`src/common/usbft_pkg.sv`:
```
// constants for the usb function transceiver control block
// Contract
// peripheral function only, never bus host
// one kilobyte shared endpoint buffer memory
// eight pipes; endpoint zero bidirectional at 0x00
// pipes one-three: IN 0x81-0x83, OUT 0x01-0x03
// one register: enable, pull-up, speed
// speed one: full speed, pull-up D+
// speed zero: low speed, pull-up D-
// pull-up connects only with bus power
// low five bits: test mode, line status
// firmware runs usb clock before enabling
// pull-up enable clear keeps device detached
// differential state readable while transceiver enabled
// D+ and D- pin levels readable
package usbft_pkg;
	localparam logic [7:0] XCVR_CTRL_ADDR  = 8'hD7;
	localparam logic [4:0] XCVR_CTRL_RESET = 5'h00;
	localparam int         PULLUP_BIT      = 7;
	localparam int         XCVR_EN_BIT     = 6;
	localparam int         SPEED_BIT       = 5;
	localparam int         TEST_HI_BIT     = 4;
	localparam int         TEST_LO_BIT     = 3;
	localparam int         DIFF_BIT        = 2;
	localparam int         DPLUS_BIT       = 1;
	localparam int         DMINUS_BIT      = 0;
	localparam int         PIPE_COUNT      = 8;
	localparam int         BUF_BYTES       = 1024;
	localparam int         PIPE_BYTES      = BUF_BYTES / PIPE_COUNT;
	localparam logic [7:0] EP_IN_FLAG      = 8'h80;
	localparam logic [6:0] EP_MAX_NUM      = 7'h03;
	// transceiver test modes
	typedef enum logic [1:0] {
		USBFT_TEST_NORMAL,
		USBFT_TEST_FORCE_J,
		USBFT_TEST_FORCE_K,
		USBFT_TEST_FORCE_SE0
	} usbft_test_t;
endpackage : usbft_pkg

```
`src/rtl/usbft_ctrl.sv`:
```
// transceiver control register, line status and endpoint address decode
`timescale 1ns/10ps
module usbft_ctrl (
	input  wire logic       CLK_I,          // usb clock, 25 MHz
	input  wire logic       RESETN_I,       // async reset, active low
	input  wire logic [7:0] SFR_ADDR_I,     // register address
	input  wire logic       SFR_WR_I,       // write strobe
	input  wire logic       SFR_RD_I,       // read strobe
	input  wire logic [7:0] SFR_WDATA_I,    // write data
	output logic [7:0]      SFR_RDATA_O,    // read data, one cycle after strobe
	input  wire logic       VBUS_I,         // bus power detect pin
	input  wire logic       DP_I,           // D+ pin level
	output logic            DP_O,           // D+ drive value
	output logic            DP_OE_N_O,      // D+ enable, low drives
	input  wire logic       DM_I,           // D- pin level
	output logic            DM_O,           // D- drive value
	output logic            DM_OE_N_O,      // D- enable, low drives
	output logic            DP_PULLUP_O,    // pull-up on D+
	output logic            DM_PULLUP_O,    // pull-up on D-
	output logic            FULL_SPEED_O,   // 1 full speed, 0 low speed
	output logic            XCVR_EN_O,      // transceiver enabled
	input  wire logic       TOK_VALID_I,    // token endpoint address offered
	output logic            TOK_READY_O,    // token accepted
	input  wire logic [7:0] TOK_ADDR_I,     // protocol endpoint address
	input  wire logic       TOK_IN_I,       // direction, used for endpoint zero
	output logic            PIPE_VALID_O,   // decoded pipe available
	input  wire logic       PIPE_READY_I,   // consumer takes pipe
	output logic            PIPE_HIT_O,     // address maps to a pipe
	output logic [2:0]      PIPE_SEL_O,     // pipe index {ep[1:0], in}
	output logic [9:0]      PIPE_BASE_O     // pipe base in buffer memory
);
	logic       rst_meta_ff;
	logic       rst_sync_ff;
	logic       rst_n;
	logic [2:0] pin_meta_ff;
	logic [2:0] pin_sync_ff;
	logic [4:0] ctrl_ff;
	logic [7:0] rdata_ff;
	logic       dp_ff;
	logic       dm_ff;
	logic       dp_oe_n_ff;
	logic       dm_oe_n_ff;
	logic       sel_wr;
	logic       sel_rd;
	logic       vbus;
	logic       differential_line_state;
	logic       dplus_level;
	logic       dminus_level;
	logic [7:0] status;
	logic       b_valid;
	logic [8:0] b_data;
	logic [3:0] pipe_dec;
	usbft_pkg::usbft_test_t test_mode;

	// one address decoder so read and write can never disagree on the match
	function automatic logic ctrl_addr_match(input logic [7:0] addr);
		return addr == usbft_pkg::XCVR_CTRL_ADDR;
	endfunction : ctrl_addr_match

	// pull-up sits on the line of the chosen speed and never without bus power
	function automatic logic pullup_on(
		input logic enable,   // register bit
		input logic power,    // synchronised bus power
		input logic on_dplus, // asking for the D+ resistor
		input logic full      // speed bit
	);
		return enable && power && (on_dplus == full);
	endfunction : pullup_on

	// endpoint zero answers only at 0x00 and takes its direction from the token;
	// anything off the table reports no hit and pipe zero, never a half decode
	function automatic logic [3:0] pipe_decode(input logic [8:0] tok);
		logic [6:0] ep_num;
		logic       is_in;
		ep_num = tok[6:0];
		is_in  = (tok[7:0] & usbft_pkg::EP_IN_FLAG) != 8'h00;
		if (tok[7:0] == 8'h00) begin
			return {1'b1, 2'h0, tok[8]};
		end
		if ((ep_num != 7'h00) && (ep_num <= usbft_pkg::EP_MAX_NUM)) begin
			return {1'b1, ep_num[1:0], is_in};
		end
		return 4'h0;
	endfunction : pipe_decode

	// reset release through two flops, assertion stays asynchronous
	always_ff @(posedge CLK_I or negedge RESETN_I) begin
		if (!RESETN_I) begin
			rst_meta_ff <= 1'b0;
			rst_sync_ff <= 1'b0;
		end else begin
			rst_meta_ff <= 1'b1;
			rst_sync_ff <= rst_meta_ff;
		end
	end
	assign rst_n = rst_sync_ff;

	// pins come from outside the clock domain
	always_ff @(posedge CLK_I or negedge rst_n) begin
		if (!rst_n) begin
			pin_meta_ff <= 3'h0;
			pin_sync_ff <= 3'h0;
		end else begin
			pin_meta_ff <= {VBUS_I, DP_I, DM_I};
			pin_sync_ff <= pin_meta_ff;
		end
	end
	assign vbus = pin_sync_ff[2];

	// strobes qualified by the one mapped address
	assign sel_wr = SFR_WR_I && ctrl_addr_match(SFR_ADDR_I);
	assign sel_rd = SFR_RD_I && ctrl_addr_match(SFR_ADDR_I);

	// writable upper five bits; status bits ignore writes
	always_ff @(posedge CLK_I or negedge rst_n) begin
		if (!rst_n) begin
			ctrl_ff <= usbft_pkg::XCVR_CTRL_RESET;
		end else if (sel_wr) begin
			ctrl_ff <= SFR_WDATA_I[usbft_pkg::PULLUP_BIT:usbft_pkg::TEST_LO_BIT];
		end
	end

	// register bits go straight out; speed moves the pull-up live
	assign XCVR_EN_O    = ctrl_ff[usbft_pkg::XCVR_EN_BIT - 3];
	assign FULL_SPEED_O = ctrl_ff[usbft_pkg::SPEED_BIT - 3];
	assign test_mode    = usbft_pkg::usbft_test_t'(ctrl_ff[1:0]);

	// pull-up needs enable and bus power; speed picks the line
	assign DP_PULLUP_O = pullup_on(ctrl_ff[usbft_pkg::PULLUP_BIT - 3], vbus, 1'b1, FULL_SPEED_O);
	assign DM_PULLUP_O = pullup_on(ctrl_ff[usbft_pkg::PULLUP_BIT - 3], vbus, 1'b0, FULL_SPEED_O);

	// differential receiver only meaningful with the transceiver on
	assign dplus_level             = pin_sync_ff[1];
	assign dminus_level            = pin_sync_ff[0];
	assign differential_line_state = XCVR_EN_O && dplus_level && !dminus_level;
	assign status                  = {ctrl_ff, differential_line_state, dplus_level, dminus_level};

	// read data registered; other addresses read zero
	always_ff @(posedge CLK_I or negedge rst_n) begin
		if (!rst_n) begin
			rdata_ff <= 8'h00;
		end else if (SFR_RD_I) begin
			rdata_ff <= sel_rd ? status : 8'h00;
		end
	end
	assign SFR_RDATA_O = rdata_ff;

	// forced line states for test; normal mode leaves pins to the engine
	always_ff @(posedge CLK_I or negedge rst_n) begin
		if (!rst_n) begin
			dp_ff      <= 1'b0;
			dm_ff      <= 1'b0;
			dp_oe_n_ff <= 1'b1;
			dm_oe_n_ff <= 1'b1;
		end else begin
			dp_oe_n_ff <= 1'b1;
			dm_oe_n_ff <= 1'b1;
			dp_ff      <= 1'b0;
			dm_ff      <= 1'b0;
			if (XCVR_EN_O) begin
				case (test_mode)
					usbft_pkg::USBFT_TEST_FORCE_J: begin
						{dp_ff, dm_ff}           <= 2'h2;
						{dp_oe_n_ff, dm_oe_n_ff} <= 2'h0;
					end
					usbft_pkg::USBFT_TEST_FORCE_K: begin
						{dp_ff, dm_ff}           <= 2'h1;
						{dp_oe_n_ff, dm_oe_n_ff} <= 2'h0;
					end
					usbft_pkg::USBFT_TEST_FORCE_SE0: begin
						{dp_ff, dm_ff}           <= 2'h0;
						{dp_oe_n_ff, dm_oe_n_ff} <= 2'h0;
					end
					default: begin
						{dp_oe_n_ff, dm_oe_n_ff} <= 2'h3;
					end
				endcase
			end
		end
	end
	// pins straight from flops so a forced state never glitches
	assign DP_O      = dp_ff;
	assign DM_O      = dm_ff;
	assign DP_OE_N_O = dp_oe_n_ff;
	assign DM_OE_N_O = dm_oe_n_ff;

	// tokens buffered so a stalled consumer drops nothing
	usbft_skid #(
		.W (9)
	) u_tok_buf (
		.clk       (CLK_I),
		.rst_n     (rst_n),
		.in_valid  (TOK_VALID_I),
		.in_ready  (TOK_READY_O),
		.in_data   ({TOK_IN_I, TOK_ADDR_I}),
		.out_valid (b_valid),
		.out_ready (PIPE_READY_I),
		.out_data  (b_data)
	);

	// function side only: tokens come from the host, never issued here
	assign PIPE_VALID_O = b_valid;

	// endpoint zero answers 0x00 both ways; 1..3 carry direction in bit 7
	assign pipe_dec   = pipe_decode(b_data);
	assign PIPE_HIT_O = pipe_dec[3];
	assign PIPE_SEL_O = pipe_dec[2:0];

	// each of the eight pipes owns an equal slice of the 1 kB buffer
	assign PIPE_BASE_O = 10'(PIPE_SEL_O * usbft_pkg::PIPE_BYTES);
endmodule : usbft_ctrl

```
`src/rtl/usbft_skid.sv`:
```
// two-entry buffer with valid/ready on both sides
`timescale 1ns/10ps
module usbft_skid #(
	parameter int W = 9
) (
	input  wire logic         clk,     // block clock
	input  wire logic         rst_n,   // synchronised reset, active low
	input  wire logic         in_valid, // word offered
	output logic              in_ready, // room for a word
	input  wire logic [W-1:0] in_data,  // word in
	output logic              out_valid, // word available
	input  wire logic         out_ready, // consumer takes word
	output logic [W-1:0]      out_data   // oldest word
);
	logic [W-1:0] mem_ff [2];
	logic         wptr_ff;
	logic         rptr_ff;
	logic [1:0]   count_ff;
	logic         push;
	logic         pop;

	// honest full and empty from the fill count
	assign in_ready  = (count_ff != 2'h2);
	assign out_valid = (count_ff != 2'h0);
	assign push      = in_valid && in_ready;
	assign pop       = out_valid && out_ready;
	assign out_data  = mem_ff[rptr_ff];

	// storage has no reset, only the pointers matter
	always_ff @(posedge clk) begin
		if (push) begin
			mem_ff[wptr_ff] <= in_data;
		end
	end

	// pointers and count
	always_ff @(posedge clk or negedge rst_n) begin
		if (!rst_n) begin
			wptr_ff  <= 1'b0;
			rptr_ff  <= 1'b0;
			count_ff <= 2'h0;
		end else begin
			if (push) begin
				wptr_ff <= ~wptr_ff;
			end
			if (pop) begin
				rptr_ff <= ~rptr_ff;
			end
			if (push && !pop) begin
				count_ff <= count_ff + 2'h1;
			end else if (pop && !push) begin
				count_ff <= count_ff - 2'h1;
			end
		end
	end
endmodule : usbft_skid

```
`config.mk`:
```
export PLATFORM = sky130hd
export DESIGN_NAME = usbft_ctrl
export DESIGN_NICKNAME = d
export VERILOG_FILES = /design/src/common/usbft_pkg.sv /design/src/rtl/usbft_ctrl.sv /design/src/rtl/usbft_skid.sv
export SDC_FILE = /design/constraint.sdc
export NUM_CORES = 1
export LEC_CHECK = 0
export BUFFER_PORTS_ARGS = -buffer_cell sky130_fd_sc_hd__buf_2
export CORE_UTILIZATION = 37
export DETAILED_ROUTE_END_ITERATION = 8
export SLEW_MARGIN = 20
export SYNTH_ARGS = -nofsm -noshare
export SYNTH_HDL_FRONTEND = slang
export SYNTH_SLANG_ARGS = --single-unit
export TNS_END_PERCENT = 30
```
`constraint.sdc`:
```
create_clock -name CLK_I -period 2.2 [get_ports CLK_I]
set_clock_uncertainty 0.15 [all_clocks]
set_input_delay 0.22 -clock CLK_I [delete_from_list [all_inputs] [get_ports CLK_I]]
set_output_delay 0.22 -clock CLK_I [all_outputs]
set_load 0.01 [all_outputs]
```
[Word-level counts from Yosys, hierarchy flattened]
Memories as Yosys holds them, arrays and structs flattened.
Cells that the tools add are included.
Storage, ports and cells
  output and inout port bits: 32
  RAM bits: 18
  register bits after elaboration: 28
  logic and storage cells: 62
  memories kept: 1
Cells by class
  eq/ne operators: 5
  order comparisons: 1
  reduce and logical (&&, ||, !) cells: 20
  muxes and demuxes: 18
  bitwise operators: 3
  add/subtract/negate cells: 2
Memory list
  u_tok_buf.mem_ff: words 2, width 9, rd ports 1, clocked after Yosys merged registers in 0, write ports 1, line usbft_skid.sv:15  | logic [W-1:0] mem_ff [2];
Operator list (count)
  two-way mux 4 bit: 4
  logical AND 1 bit: 12
  two-way mux 1 bit: 11
  == test 8 bit, second input constant: 1
  zero test 8 bit: 1
  two-way mux 8 bit: 1
  <= comparator 7 x 2 -> 1 bit, second input constant: 1
  nonzero test 7 bit: 1
  == test 2 bit, second input constant: 2
  two-way mux 2 bit: 2
  nonzero test 2 bit: 2
  zero test 1 bit: 3
  NOT 1 bit: 3
  OR reduction 3 bit: 1
  adder 2 x 1 -> 2 bit, second input constant: 1
  == test 2 x 1 -> 1 bit, second input constant: 1
  inequality test 2 bit, second input constant: 1
  subtractor 2 x 1 -> 2 bit, second input constant: 1

[Logic depth before layout (Yosys ltp)]
Gate-level depths: netlist of run 1.
An unclocked memory read counts as a cell.
  depth after elaboration: 7
  gate-level depth with buffers: 7
  mapped depth without buffers: 7

[Cells and area by module]
A second synthesis of run 1 with hierarchy kept.
Unflattened totals
  cell total of the unflattened synthesis: 129
  area total of the unflattened synthesis: 1875.5 µm²
By module, submodules not included
  usbft_ctrl: sequential area each 601.8 µm², instances 1, cells an instance 83, area each 1014.7 µm²
  usbft_skid: sequential area each 640.6 µm², instances 1, cells an instance 46, area each 860.8 µm²

[Worst setup path before layout of run 1]
No wires, ideal clock.
  kind: register to output
  from: reg u_tok_buf.rptr_ff
  to: out PIPE_SEL_O[0]
  path buffers: 2
  setup slack: 0.369 ns
  arrival: 1.461 ns
  cell stages (with the launch flop): 7
  cell sequence: dfrtp_1 buf_6 nor4_4 a22o_2 nand2_1 mux2i_1 buf_4
Between the ends
  word-level cells in the longest chain between the ends: 7
  elaborated cells on any way between the ends: 12
  classes of those cells: 1 x order compare; 7 x mux; 3 x reduce/logical; 1 x memory
Ends and longest elaborated chain
  start, declared: line usbft_skid.sv:17  | logic rptr_ff;
  start signal, assigned: line usbft_skid.sv:47  | rptr_ff <= ~rptr_ff;
  memory (2 x 9 bit) *
  <= comparator 7 x 2 -> 1 bit or nonzero test 7 bit (tied branches): line usbft_ctrl.sv:80  | if ((ep_num != 7'h00) && (ep_num <= usbft_pkg::EP_MAX_NUM)) begin
  logical AND 1 bit: line usbft_ctrl.sv:80
  two-way mux 1 bit (2 in series): line usbft_ctrl.sv:80
  two-way mux 4 bit: line usbft_ctrl.sv:83  | return 4'h0;
  two-way mux 4 bit *: line usbft_ctrl.sv:80
  end, declared: line usbft_ctrl.sv:29  | output logic [2:0] PIPE_SEL_O,
Mark *: on every way between the ends. The rest lies on a longest branch, timed or not. The select of a mux whose other input is x is not followed.

[Worst setup path in the final report of run 1]
  from: reg u_tok_buf.rptr_ff
  to: out PIPE_HIT_O
Between the ends
  word-level cells in the longest chain between the ends: 7
  elaborated cells on any way between the ends: 11
  classes of those cells: 1 x order compare; 6 x mux; 3 x reduce/logical; 1 x memory
Ends and longest elaborated chain
  memory (2 x 9 bit) *
  <= comparator 7 x 2 -> 1 bit or nonzero test 7 bit (tied branches): line usbft_ctrl.sv:80
  logical AND 1 bit: line usbft_ctrl.sv:80
  two-way mux 1 bit (2 in series): line usbft_ctrl.sv:80
  two-way mux 4 bit: line usbft_ctrl.sv:83
  two-way mux 4 bit *: line usbft_ctrl.sv:80
  end, declared: line usbft_ctrl.sv:28  | output logic PIPE_HIT_O,
Marks and branches as above.

==> impl_metrics.env, run 1 <==
export IMPL_grt_first_pass_wirelength_mm=5.45
export IMPL_combPwrFrac_pct=18.1
export IMPL_die_x_um=72.6
export IMPL_grt_usage_pct=13.8
export IMPL_stdcell_count=268
export IMPL_io_buffers=55
export IMPL_finalSetupTns_ns=0
export IMPL_vias=1192
export IMPL_viasPerCell=4.45
export IMPL_drv_cap=0
export IMPL_drcViolationCount=0
export IMPL_critPathCaptureType="output port"
export IMPL_synth_seq_cells=46
export IMPL_avgSynthCellArea_um2=14.6
export IMPL_grt_pass1_vias=1237
export IMPL_drive_above_1_share_pct=40.3
export IMPL_power_share_clock_pct=27.8
export IMPL_dpl_worst_slack_ns=0.306
export IMPL_ir_drop_v=0.000353
export IMPL_grt_ovfl_total=0
export IMPL_setup_ws_ns=0.123
export IMPL_crit_slowest_cell="dfrtp_2"
export IMPL_root_buffer="clkbuf_8"
export IMPL_cp_required_ns=1.83
export IMPL_hold_path_class="primary input to flip-flop"
export IMPL_htreeDepth=2
export IMPL_dr_pass1_iters=4
export IMPL_cp_depth=4
export IMPL_cp_endpoint="PIPE_HIT_O"
export IMPL_synth_cells=126
export IMPL_critical_path_top_delay_family="flip-flops"
export IMPL_area_growth_pct=31.4
export IMPL_swShare_pct=26.6
export IMPL_r2r_end="u_tok_buf.count_ff[1]"
export IMPL_dpl_hpwl_mm=2.34
export IMPL_clock_path_buffers=2
export IMPL_slew_viol_final=0
export IMPL_grt_start_max_net_pins=23
export IMPL_path_buf_inv=1
export IMPL_num_rows=25
export IMPL_post_route_util_pct=51.0
export IMPL_hold_viol=0
export IMPL_ys_warn_count=0
export IMPL_fin_nets=235
export IMPL_p_seq_share_pct=54.1
export IMPL_num_io_pins=66
export IMPL_power_leakage_nw=1.15
export IMPL_start_util_pct=38.8
export IMPL_die_height_um=72.6
export IMPL_grt_setup_unrepaired="no"
export IMPL_avgRoutedWirePerCell_um=12.3
export IMPL_tritoncts="built"
export IMPL_numCtsBuffers=5
export IMPL_antenna_found_initial=0
export IMPL_yosysSeqAreaShare_pct=67.3
export IMPL_ant_nets=0
export IMPL_finalCritPeriodShare_pct=94.4
export IMPL_drt_first_iter_violations=24
export IMPL_finalWirelength_mm=3.29
export IMPL_n_fill_cell=436
export IMPL_worstReg2RegStart="u_tok_buf.count_ff[0]"
export IMPL_placed_cells=245
export IMPL_min_period_ns=2.08
export IMPL_criticalPathCategory="flip-flop to output port"
export IMPL_path_cells="nor4b_4, a31oi_1, mux2_1, buf_2"
export IMPL_gp_congestion=0.696
export IMPL_dieArea_mm2=0.00527
export IMPL_stdcell_area_mm2=0.00242
export IMPL_finalSetupViolations=0
export IMPL_clk_pin_slew_worst_paths_ns=0.08
export IMPL_clock_fmax_mhz=482
export IMPL_path_max_fanout=10
export IMPL_r2r_cells=6
export IMPL_netlist_area_mm2=0.00185
export IMPL_p_sw_mw=0.571
export IMPL_slew_headroom_pct=44.1
export IMPL_clkLatencyLatePin_ns=0.29
export IMPL_cp_start_kind="flip-flop"
export IMPL_status="finished clean"
export IMPL_critPathLaunch="u_tok_buf.rptr_ff"
export IMPL_synth_distinct_cells=31
export IMPL_ff2ff_setup_slack_ns=0.54
export IMPL_placed_area_mm2=0.00216
export IMPL_powerDensity_mw_per_mm2=885
export IMPL_antenna_cells=0
export IMPL_coreArea_mm2=0.00475
export IMPL_clock_sinks=46
export IMPL_tightest_slew_ns=0.839
export IMPL_critPathMaxStageDelay_ns=0.52
export IMPL_intPower_mw=1.58
export IMPL_critPathArrivalTime_ns=1.71
## worst register-to-register path: stages, from the launching register on
cell and delay (ns):
dfrtp_1 0.43, or2_2 0.32, nand2_1 0.12, ha_1 0.18, xor2_1 0.15, nor2_1 0.06
xor2_1 0.14
## layout make-up
class                           count  area [um^2]  share of cell area [%]
Clock buffer                        6         72.6                    2.99
Sequential cell                    46         1240                    51.3
Clock inverter                      2         33.8                    1.39
Inverter                            5         18.8                   0.774
Multi-Input combinational cell     69          524                    21.6
Timing Repair Buffer               73          448                    18.5
Tap cell                           67         83.8                    3.46
## registers in the layout, indices dropped and copies added (netlist names)
register / count
SFR_RDATA_O: 8
rst_meta_ff: 1
pin_sync_ff: 3
DP_O: 1
u_tok_buf.rptr_ff: 1
rst_n: 1
u_tok_buf.wptr_ff: 1
ctrl_ff: 5
u_tok_buf.count_ff: 2
DM_O: 1
pin_meta_ff: 3
DM_OE_N_O: 1
u_tok_buf.mem_ff: 18
## kinds of logic (layout without fill, tap and decap cells)
group | Yosys count | in the layout | share of synthesized area, %
xor gates and xnor gates | 5 | 5 | 2.37
DFF | 46 | 46 | 67.3
muxes | 10 | 10 | 5.90
adders and majority gates | 1 | 1 | 0.678
AOI/OAI and AO/OA | 14 | 14 | 5.97
other | 2 | 8 | 0.407
and+or+nand+nor | 31 | 31 | 11.3
buffers and inverters | 17 | 86 | 6.10
## per-layer routing
layer / track usage, % / part of all wire (%) / vias to the layer above
met1: 15.3 / 42 / 566
met4: 5.23 / 1.3 / 0
met5: 0 / 0 / -
met2: 24.3 / 50 / 51
met3: 4.97 / 6.3 / 6
li1: - / - / 569
## repair_timing
action / in CTS / in global routing
setup endpoints to repair: 3 / 3
pin swaps: 0 / 1
hold buffers: 15 / 0
gates resized for setup: 1 / 2
hold endpoints to repair: 25 / 0
setup buffers: 0 / 0
## cell usage in the layout (no fill, tap or decap), drive strengths merged
cell	netlist	layout
clkinv	0	1
nor2	10	10
dfstp	1	1
ha	1	1
conb	2	8
mux2	7	7
nor3	1	1
mux2i	3	3
and3b	1	1
dfrtp	27	27
inv	5	5
nand4b	2	2
clkbuf	0	6
bufinv	0	1
and3	2	2
o21ai	3	3
a22o	8	8
a22oi	1	1
a31oi	1	1
nor4b	2	2
dlygate4sd3	0	15
xor2	2	2
buf	12	58
o2bb2ai	1	1
nand2	9	9
or2	1	1
xnor2	3	3
edfxtp	18	18
nand2b	2	2
nor4	1	1
## power groups by stage
stage	clock, mW	sequential [mW]	combinational (mW)
final	0.597	1.16	0.389
after global routing	0.660	1.18	0.432
after CTS	0.619	1.16	0.394
after detailed placement	0	1.17	0.372
after global placement	0	1.16	0.355
after floorplan	0	1.12	0.315
## per-stage QoR
step | total power [mW] | hold WS, ns
after floorplan | 1.43 | -0.226
after global placement | 1.52 | -0.145
after detailed placement | 1.54 | -0.143
after CTS | 2.17 | 0.00506
after global routing | 2.27 | 0.00472
final | 2.15 | 0.0192
## synthesized netlist by cell type
cell type	count	area (um^2)
a22o_1	6	52.6
nor4_4	1	21.3
o2bb2ai_1	1	8.76
o21ai_0	3	15.0
nor4b_2	1	15.0
a31oi_1	1	6.26
nor4b_4	1	23.8
xnor2_1	3	26.3
ha_1	1	12.5
xor2_1	2	17.5
a22o_2	2	20.0
conb_1	2	7.51
inv_1	5	18.8
dfstp_2	1	26.3
a22oi_1	1	7.51
nand2_2	1	6.26
mux2_2	6	67.6
nand2_1	8	30.0
nand2b_1	2	12.5
and3_1	2	12.5
nor2_1	10	37.5
nand4b_1	2	17.5
mux2_1	1	11.3
and3b_1	1	8.76
buf_6	1	11.3
or2_2	1	6.26
buf_4	11	82.6
edfxtp_1	18	541
mux2i_1	3	30.0
dfrtp_1	27	676
nor3_4	1	16.3
## worst min path at each step
stage                     depth (start not counted)            from     endpoint  slack, ns
after CTS                                         2  SFR_WDATA_I[7]   ctrl_ff[4]      0.005
after global routing                              2  SFR_WDATA_I[3]   ctrl_ff[0]      0.005
after floorplan                                   0        RESETN_I  rst_meta_ff      -0.23
after global placement                            1        RESETN_I        rst_n      -0.14
final                                             2  SFR_WDATA_I[7]   ctrl_ff[4]       0.02
after detailed placement                          1        RESETN_I        rst_n      -0.14
Power figures use the tool's default switching activity.
==> run 2: changes to the inputs <==
- REMOVE_ABC_BUFFERS: unset -> 1
==> run 2 against run 1 <==
  * Wire length rose by 0.88%
  * Die area did not move
  * Sequential share of layout area rose by 0.59 points
  * Utilization fell by 0.58 points
  * Cell count rose by 0.37%
  * Via count rose by 1.2%
  * Critical path type unchanged
  * Critical endpoint unchanged
==> impl_metrics.env, run 2 (same netlist as run 1, synthesis figures left out) <==
export IMPL_grt_pass1_vias=1188
export IMPL_mostFrequentLayoutCell="buf_2"
export IMPL_critPathMaxStageDelay_ns=0.37
export IMPL_layout_common_cells="buf_2, dfrtp_1, edfxtp_1, dlygate4sd3_1, nor2_1"
export IMPL_viasPerCell=4.48
export IMPL_worstReg2RegStart="u_tok_buf.count_ff[0]"
export IMPL_grt_ovfl_total=0
export IMPL_hp_start="SFR_RD_I"
export IMPL_antenna_found_initial=0
export IMPL_root_buffer="clkbuf_8"
export IMPL_fin_nets=236
export IMPL_drcViolationCount=0
export IMPL_finalSetupViolations=0
export IMPL_hold_path_class="primary input to flip-flop"
export IMPL_hold_viol=0
export IMPL_avgRoutedWirePerCell_um=12.3
export IMPL_finalPower_mw=2.05
export IMPL_num_rows=25
export IMPL_die_x_um=72.6
export IMPL_post_route_util_pct=50.4
export IMPL_slew_viol_final=0
export IMPL_whs_endpoint="SFR_RDATA_O[6]"
export IMPL_antenna_cells=0
export IMPL_path_cells="nor2_1, nor4b_2, a31oi_1, mux2_1, buf_2"
export IMPL_min_period_ns=2.08
export IMPL_powerDensity_mw_per_mm2=854
export IMPL_status="finished clean"
export IMPL_io_buffers=55
export IMPL_coreArea_mm2=0.00475
export IMPL_gp_congestion=0.829
export IMPL_crit_slowest_cell="edfxtp_1"
export IMPL_ir_drop_v=0.000334
export IMPL_dpl_hpwl_mm=2.38
export IMPL_tritoncts="built"
export IMPL_grt_start_max_net_pins=27
export IMPL_drt_first_iter_violations=39
export IMPL_r2r_cells=6
export IMPL_clock_sinks=46
export IMPL_grt_usage_pct=14.2
export IMPL_finalWirelength_mm=3.32
export IMPL_drive_above_1_share_pct=40.6
export IMPL_critPathArrivalTime_ns=1.71
export IMPL_power_leakage_nw=1.14
export IMPL_min_delay_path_depth=2
export IMPL_dr_pass1_iters=4
export IMPL_clk_pin_slew_worst_paths_ns=0.08
export IMPL_htreeDepth=2
export IMPL_numCtsBuffers=5
export IMPL_num_io_pins=66
export IMPL_area_growth_pct=29.9
export IMPL_dieArea_mm2=0.00527
export IMPL_start_util_pct=38.8
export IMPL_clkLatencyLatePin_ns=0.29
export IMPL_ff2ff_setup_slack_ns=0.55
export IMPL_grt_first_pass_wirelength_mm=5.44
export IMPL_path_max_fanout=3
export IMPL_path_buf_inv=1
export IMPL_clock_path_buffers=2
export IMPL_drv_cap=0
export IMPL_vias=1206
export IMPL_largest_reg_flops=18
export IMPL_r2r_end="u_tok_buf.count_ff[1]"
export IMPL_largest_register="u_tok_buf.mem_ff"
export IMPL_ant_nets=0
export IMPL_cp_start_kind="flip-flop"
export IMPL_n_fill_cell=435
export IMPL_clock_fmax_mhz=481
export IMPL_critPathCaptureType="output port"
export IMPL_finalSetupTns_ns=0
export IMPL_finalCritPeriodShare_pct=94.6
export IMPL_grt_setup_unrepaired="no"
export IMPL_die_height_um=72.6
export IMPL_criticalPathCategory="flip-flop to output port"
export IMPL_cp_required_ns=1.83
export IMPL_critical_path_top_delay_family="simple AND/OR/NAND/NOR gates"
## run 2: cell count changes in the layout (fill, tap and decap cells not counted), sizes merged
cell / before / now
buf: 58 / 59
clkinv: 1 / 2
bufinv: 1 / 0
## run 2: repair_timing
action                                  4_1_cts  5_1_grt
hold buffers                                 14        1
hold endpoints to repair                     24        1
resized for setup                             1        0
pin swaps                                     0        1
endpoints found under the setup margin        2        2
buffers inserted                              0        2
## run 2: worst max-delay path by stage
| stage | startpoint | end | slack, ns | cells past startpoint |
|---|---|---|---|---|
| final | u_tok_buf.mem_ff[0][2] | PIPE_HIT_O | 0.12 | 5 |
| after global routing | u_tok_buf.mem_ff[0][6] | PIPE_BASE_O[7] | 0.02 | 5 |
| after CTS | u_tok_buf.rptr_ff | PIPE_SEL_O[0] | 0.04 | 5 |
| after detailed placement | u_tok_buf.rptr_ff | PIPE_SEL_O[0] | 0.29 | 5 |
| after global placement | u_tok_buf.rptr_ff | PIPE_BASE_O[7] | 0.35 | 5 |
| after floorplan | u_tok_buf.rptr_ff | PIPE_BASE_O[7] | 0.40 | 4 |
## run 2: stage by stage
step,std cells,cell area [um^2],hold WS (ns),worst slack [ns]
after CTS,266,2370,0.00398,0.0373
after floorplan,120,1770,-0.226,0.398
after global routing,269,2400,0.00890,0.0213
after detailed placement,244,2150,-0.142,0.294
final,269,2400,0.0122,0.119
after global placement,244,2150,-0.144,0.354
## run 2: routing by layer
layer  vias to the layer above  part of all wire [%]  global-route usage [%]
met2                        57                    48                    23.1
met4                         0                  0.63                    6.54
met3                         2                   8.1                    4.70
met1                       577                    43                    17.2
met5                         -                     0                       0
li1                        570                     -                       -
## run 2: cell type report
class	count	area [um^2]	share of cell area, %
Tap cell	67	83.8	3.50
Multi-Input combinational cell	69	513	21.4
Sequential cell	46	1240	51.9
Clock buffer	6	72.6	3.03
Inverter	5	18.8	0.783
Clock inverter	2	10.0	0.418
Timing Repair Buffer	74	455	19.0
## run 2: where the power goes
| part | switching, mW | leakage (nW) | total (mW) | internal (mW) |
|---|---|---|---|---|
| registers | 0.0940 | 0.525 | 1.13 | 1.04 |
| logic | 0.213 | 0.573 | 0.433 | 0.219 |
| clock network | 0.261 | 0.0450 | 0.481 | 0.220 |
## run 2: worst reg2reg max path: stages, from the launching register on
cell and delay [ns]:
dfrtp_1 0.42, or2_2 0.31, nand2_1 0.12, ha_1 0.18
xor2_1 0.16, nor2_1 0.06, xor2_1 0.14
==> run 3: changes to the inputs <==
- CORE_UTILIZATION: 37 -> 45
- HOLD_SLACK_MARGIN: unset -> 0.06
- PLACE_DENSITY: unset -> 0.73
==> run 3 against run 2 <==
  * Power rose by 5.0%
  * Worst setup slack got worse by 0.0071 ns
  * Design area rose by 1.0%
  * Highest routed layer unchanged
  * Combinational power fell by 8.3%
  * Critical path depth did not move
  * Non-clock buffer count rose by 2
  * Count of clock-buffer cells in the layout did not move
  * Utilization rose by 13 points
==> impl_metrics.env, run 3 (same netlist as run 1, synthesis figures left out) <==
export IMPL_start_util_pct=48.6
export IMPL_powerDensity_mw_per_mm2=887
export IMPL_criticalPathCategory="flip-flop to output port"
export IMPL_tightest_slew_ns=0.537
export IMPL_grt_setup_unrepaired="no"
export IMPL_numCtsBuffers=5
export IMPL_die_x_um=66.0
export IMPL_grt_ovfl_total=0
export IMPL_hp_start="PIPE_READY_I"
export IMPL_dr_pass1_iters=4
export IMPL_min_period_ns=2.09
export IMPL_largest_register="u_tok_buf.mem_ff"
export IMPL_ir_drop_v=0.000449
export IMPL_antenna_cells=0
export IMPL_finalSetupTns_ns=0
export IMPL_grt_start_max_net_pins=15
export IMPL_clock_fmax_mhz=479
export IMPL_hold_viol=0
export IMPL_tritoncts="built"
export IMPL_grt_usage_pct=17.1
export IMPL_min_delay_path_depth=3
export IMPL_stdcell_area_mm2=0.00242
export IMPL_dpl_hpwl_mm=2.45
export IMPL_avgRoutedWirePerCell_um=13.4
export IMPL_antenna_found_initial=0
export IMPL_drcViolationCount=0
export IMPL_io_buffers=55
export IMPL_clkLatencyLatePin_ns=0.29
export IMPL_coreArea_mm2=0.00380
export IMPL_cp_required_ns=1.83
export IMPL_area_growth_pct=31.3
export IMPL_viasPerCell=4.83
export IMPL_whs_endpoint="u_tok_buf.rptr_ff"
export IMPL_finalSetupViolations=0
export IMPL_dieArea_mm2=0.00436
export IMPL_placed_area_mm2=0.00212
export IMPL_path_max_fanout=10
export IMPL_worstReg2RegStart="u_tok_buf.count_ff[0]"
export IMPL_finalWirelength_mm=3.39
export IMPL_root_buffer="clkbuf_8"
export IMPL_critPathArrivalTime_ns=1.72
export IMPL_clock_path_buffers=2
export IMPL_finalPower_mw=2.15
export IMPL_power_leakage_nw=1.16
export IMPL_post_route_util_pct=63.8
export IMPL_ant_nets=0
export IMPL_ff2ff_setup_slack_ns=0.56
export IMPL_num_rows=22
export IMPL_slew_viol_final=0
export IMPL_grt_first_pass_wirelength_mm=5.42
export IMPL_largest_reg_flops=18
export IMPL_gp_congestion=0.721
export IMPL_finalCritPeriodShare_pct=94.9
export IMPL_slew_headroom_pct=64.2
export IMPL_die_height_um=66.0
export IMPL_cts_setup_buffers=0
export IMPL_vias=1217
export IMPL_drt_first_iter_violations=33
export IMPL_drv_cap=0
export IMPL_htreeDepth=2
export IMPL_num_io_pins=66
export IMPL_layout_common_cells="buf_2, dfrtp_1, dlygate4sd3_1, edfxtp_1, nor2_1"
export IMPL_clk_pin_slew_worst_paths_ns=0.08
export IMPL_r2r_end="u_tok_buf.count_ff[1]"
export IMPL_grt_pass1_vias=1252
export IMPL_fin_nets=238
export IMPL_status="finished clean"
export IMPL_hold_path_class="primary input to flip-flop"
export IMPL_cp_start_kind="flip-flop"
export IMPL_r2r_cells=6
export IMPL_clock_sinks=46
export IMPL_mostFrequentLayoutCell="buf_2"
export IMPL_critPathCaptureType="output port"
export IMPL_drive_above_1_share_pct=38.7
run 3: cell count changes in the layout (fill, tap and decap cells not counted), sizes merged:
cell,delta
dlygate4sd3,+4
bufinv,+1
clkinv,-1
buf,-2
run 3: worst max-delay path by stage:
| stage | startpoint | endpoint | slack (ns) |
|---|---|---|---|
| final | u_tok_buf.rptr_ff | PIPE_BASE_O[7] | 0.11 |
| after detailed placement | u_tok_buf.rptr_ff | PIPE_HIT_O | 0.35 |
| after CTS | u_tok_buf.rptr_ff | PIPE_HIT_O | 0.009 |
| after global placement | u_tok_buf.rptr_ff | PIPE_BASE_O[7] | 0.39 |
| after floorplan | u_tok_buf.rptr_ff | PIPE_BASE_O[7] | 0.40 |
| after global routing | u_tok_buf.rptr_ff | PIPE_BASE_O[7] | 0.01 |
run 3: final cells by class:
type | instances | area [um^2]
fill | 324 | 1380
multi-input combinational | 69 | 513
clock inverter | 2 | 33.8
inverter | 5 | 18.8
timing repair buffer | 76 | 480
tap | 48 | 60.1
clock buffer | 6 | 72.6
sequential | 46 | 1240
run 3: through the flow:
step	worst slack (ns)	hold WS, ns	instances
finish	0.112	0.0619	252
global route	0.0150	0.0850	252
CTS	0.00917	0.0629	252
detailed placement	0.347	-0.141	225
global placement	0.386	-0.144	225
floorplan	0.398	-0.226	120
run 3: critical path, cell delays in order (launching register included):
cell and delay, ns:
dfrtp_2 0.51, nor4_4 0.34, a22o_2 0.21, nand2_1 0.05
mux2i_1 0.15, buf_2 0.15
run 3: what timing repair did:
item | in CTS | in global routing
resized for setup | 0 | 1
endpoints found under the setup margin | 0 | 3
endpoints found under the hold margin | 29 | 0
hold buffers | 19 | 0
run 3: power breakdown:
| part | leakage [nW] | internal (mW) | switching [mW] |
|---|---|---|---|
| clock | 0.0528 | 0.335 | 0.263 |
| sequential | 0.525 | 1.04 | 0.115 |
| combinational | 0.580 | 0.202 | 0.195 |
run 3: per-layer routing:
layer	GRT usage, %	routed length [um]	vias up
met5	0	0	-
met4	5.85	40	0
met3	4.66	228	4
met2	32.5	1800	57
met1	17.7	1320	578
li1	-	-	578
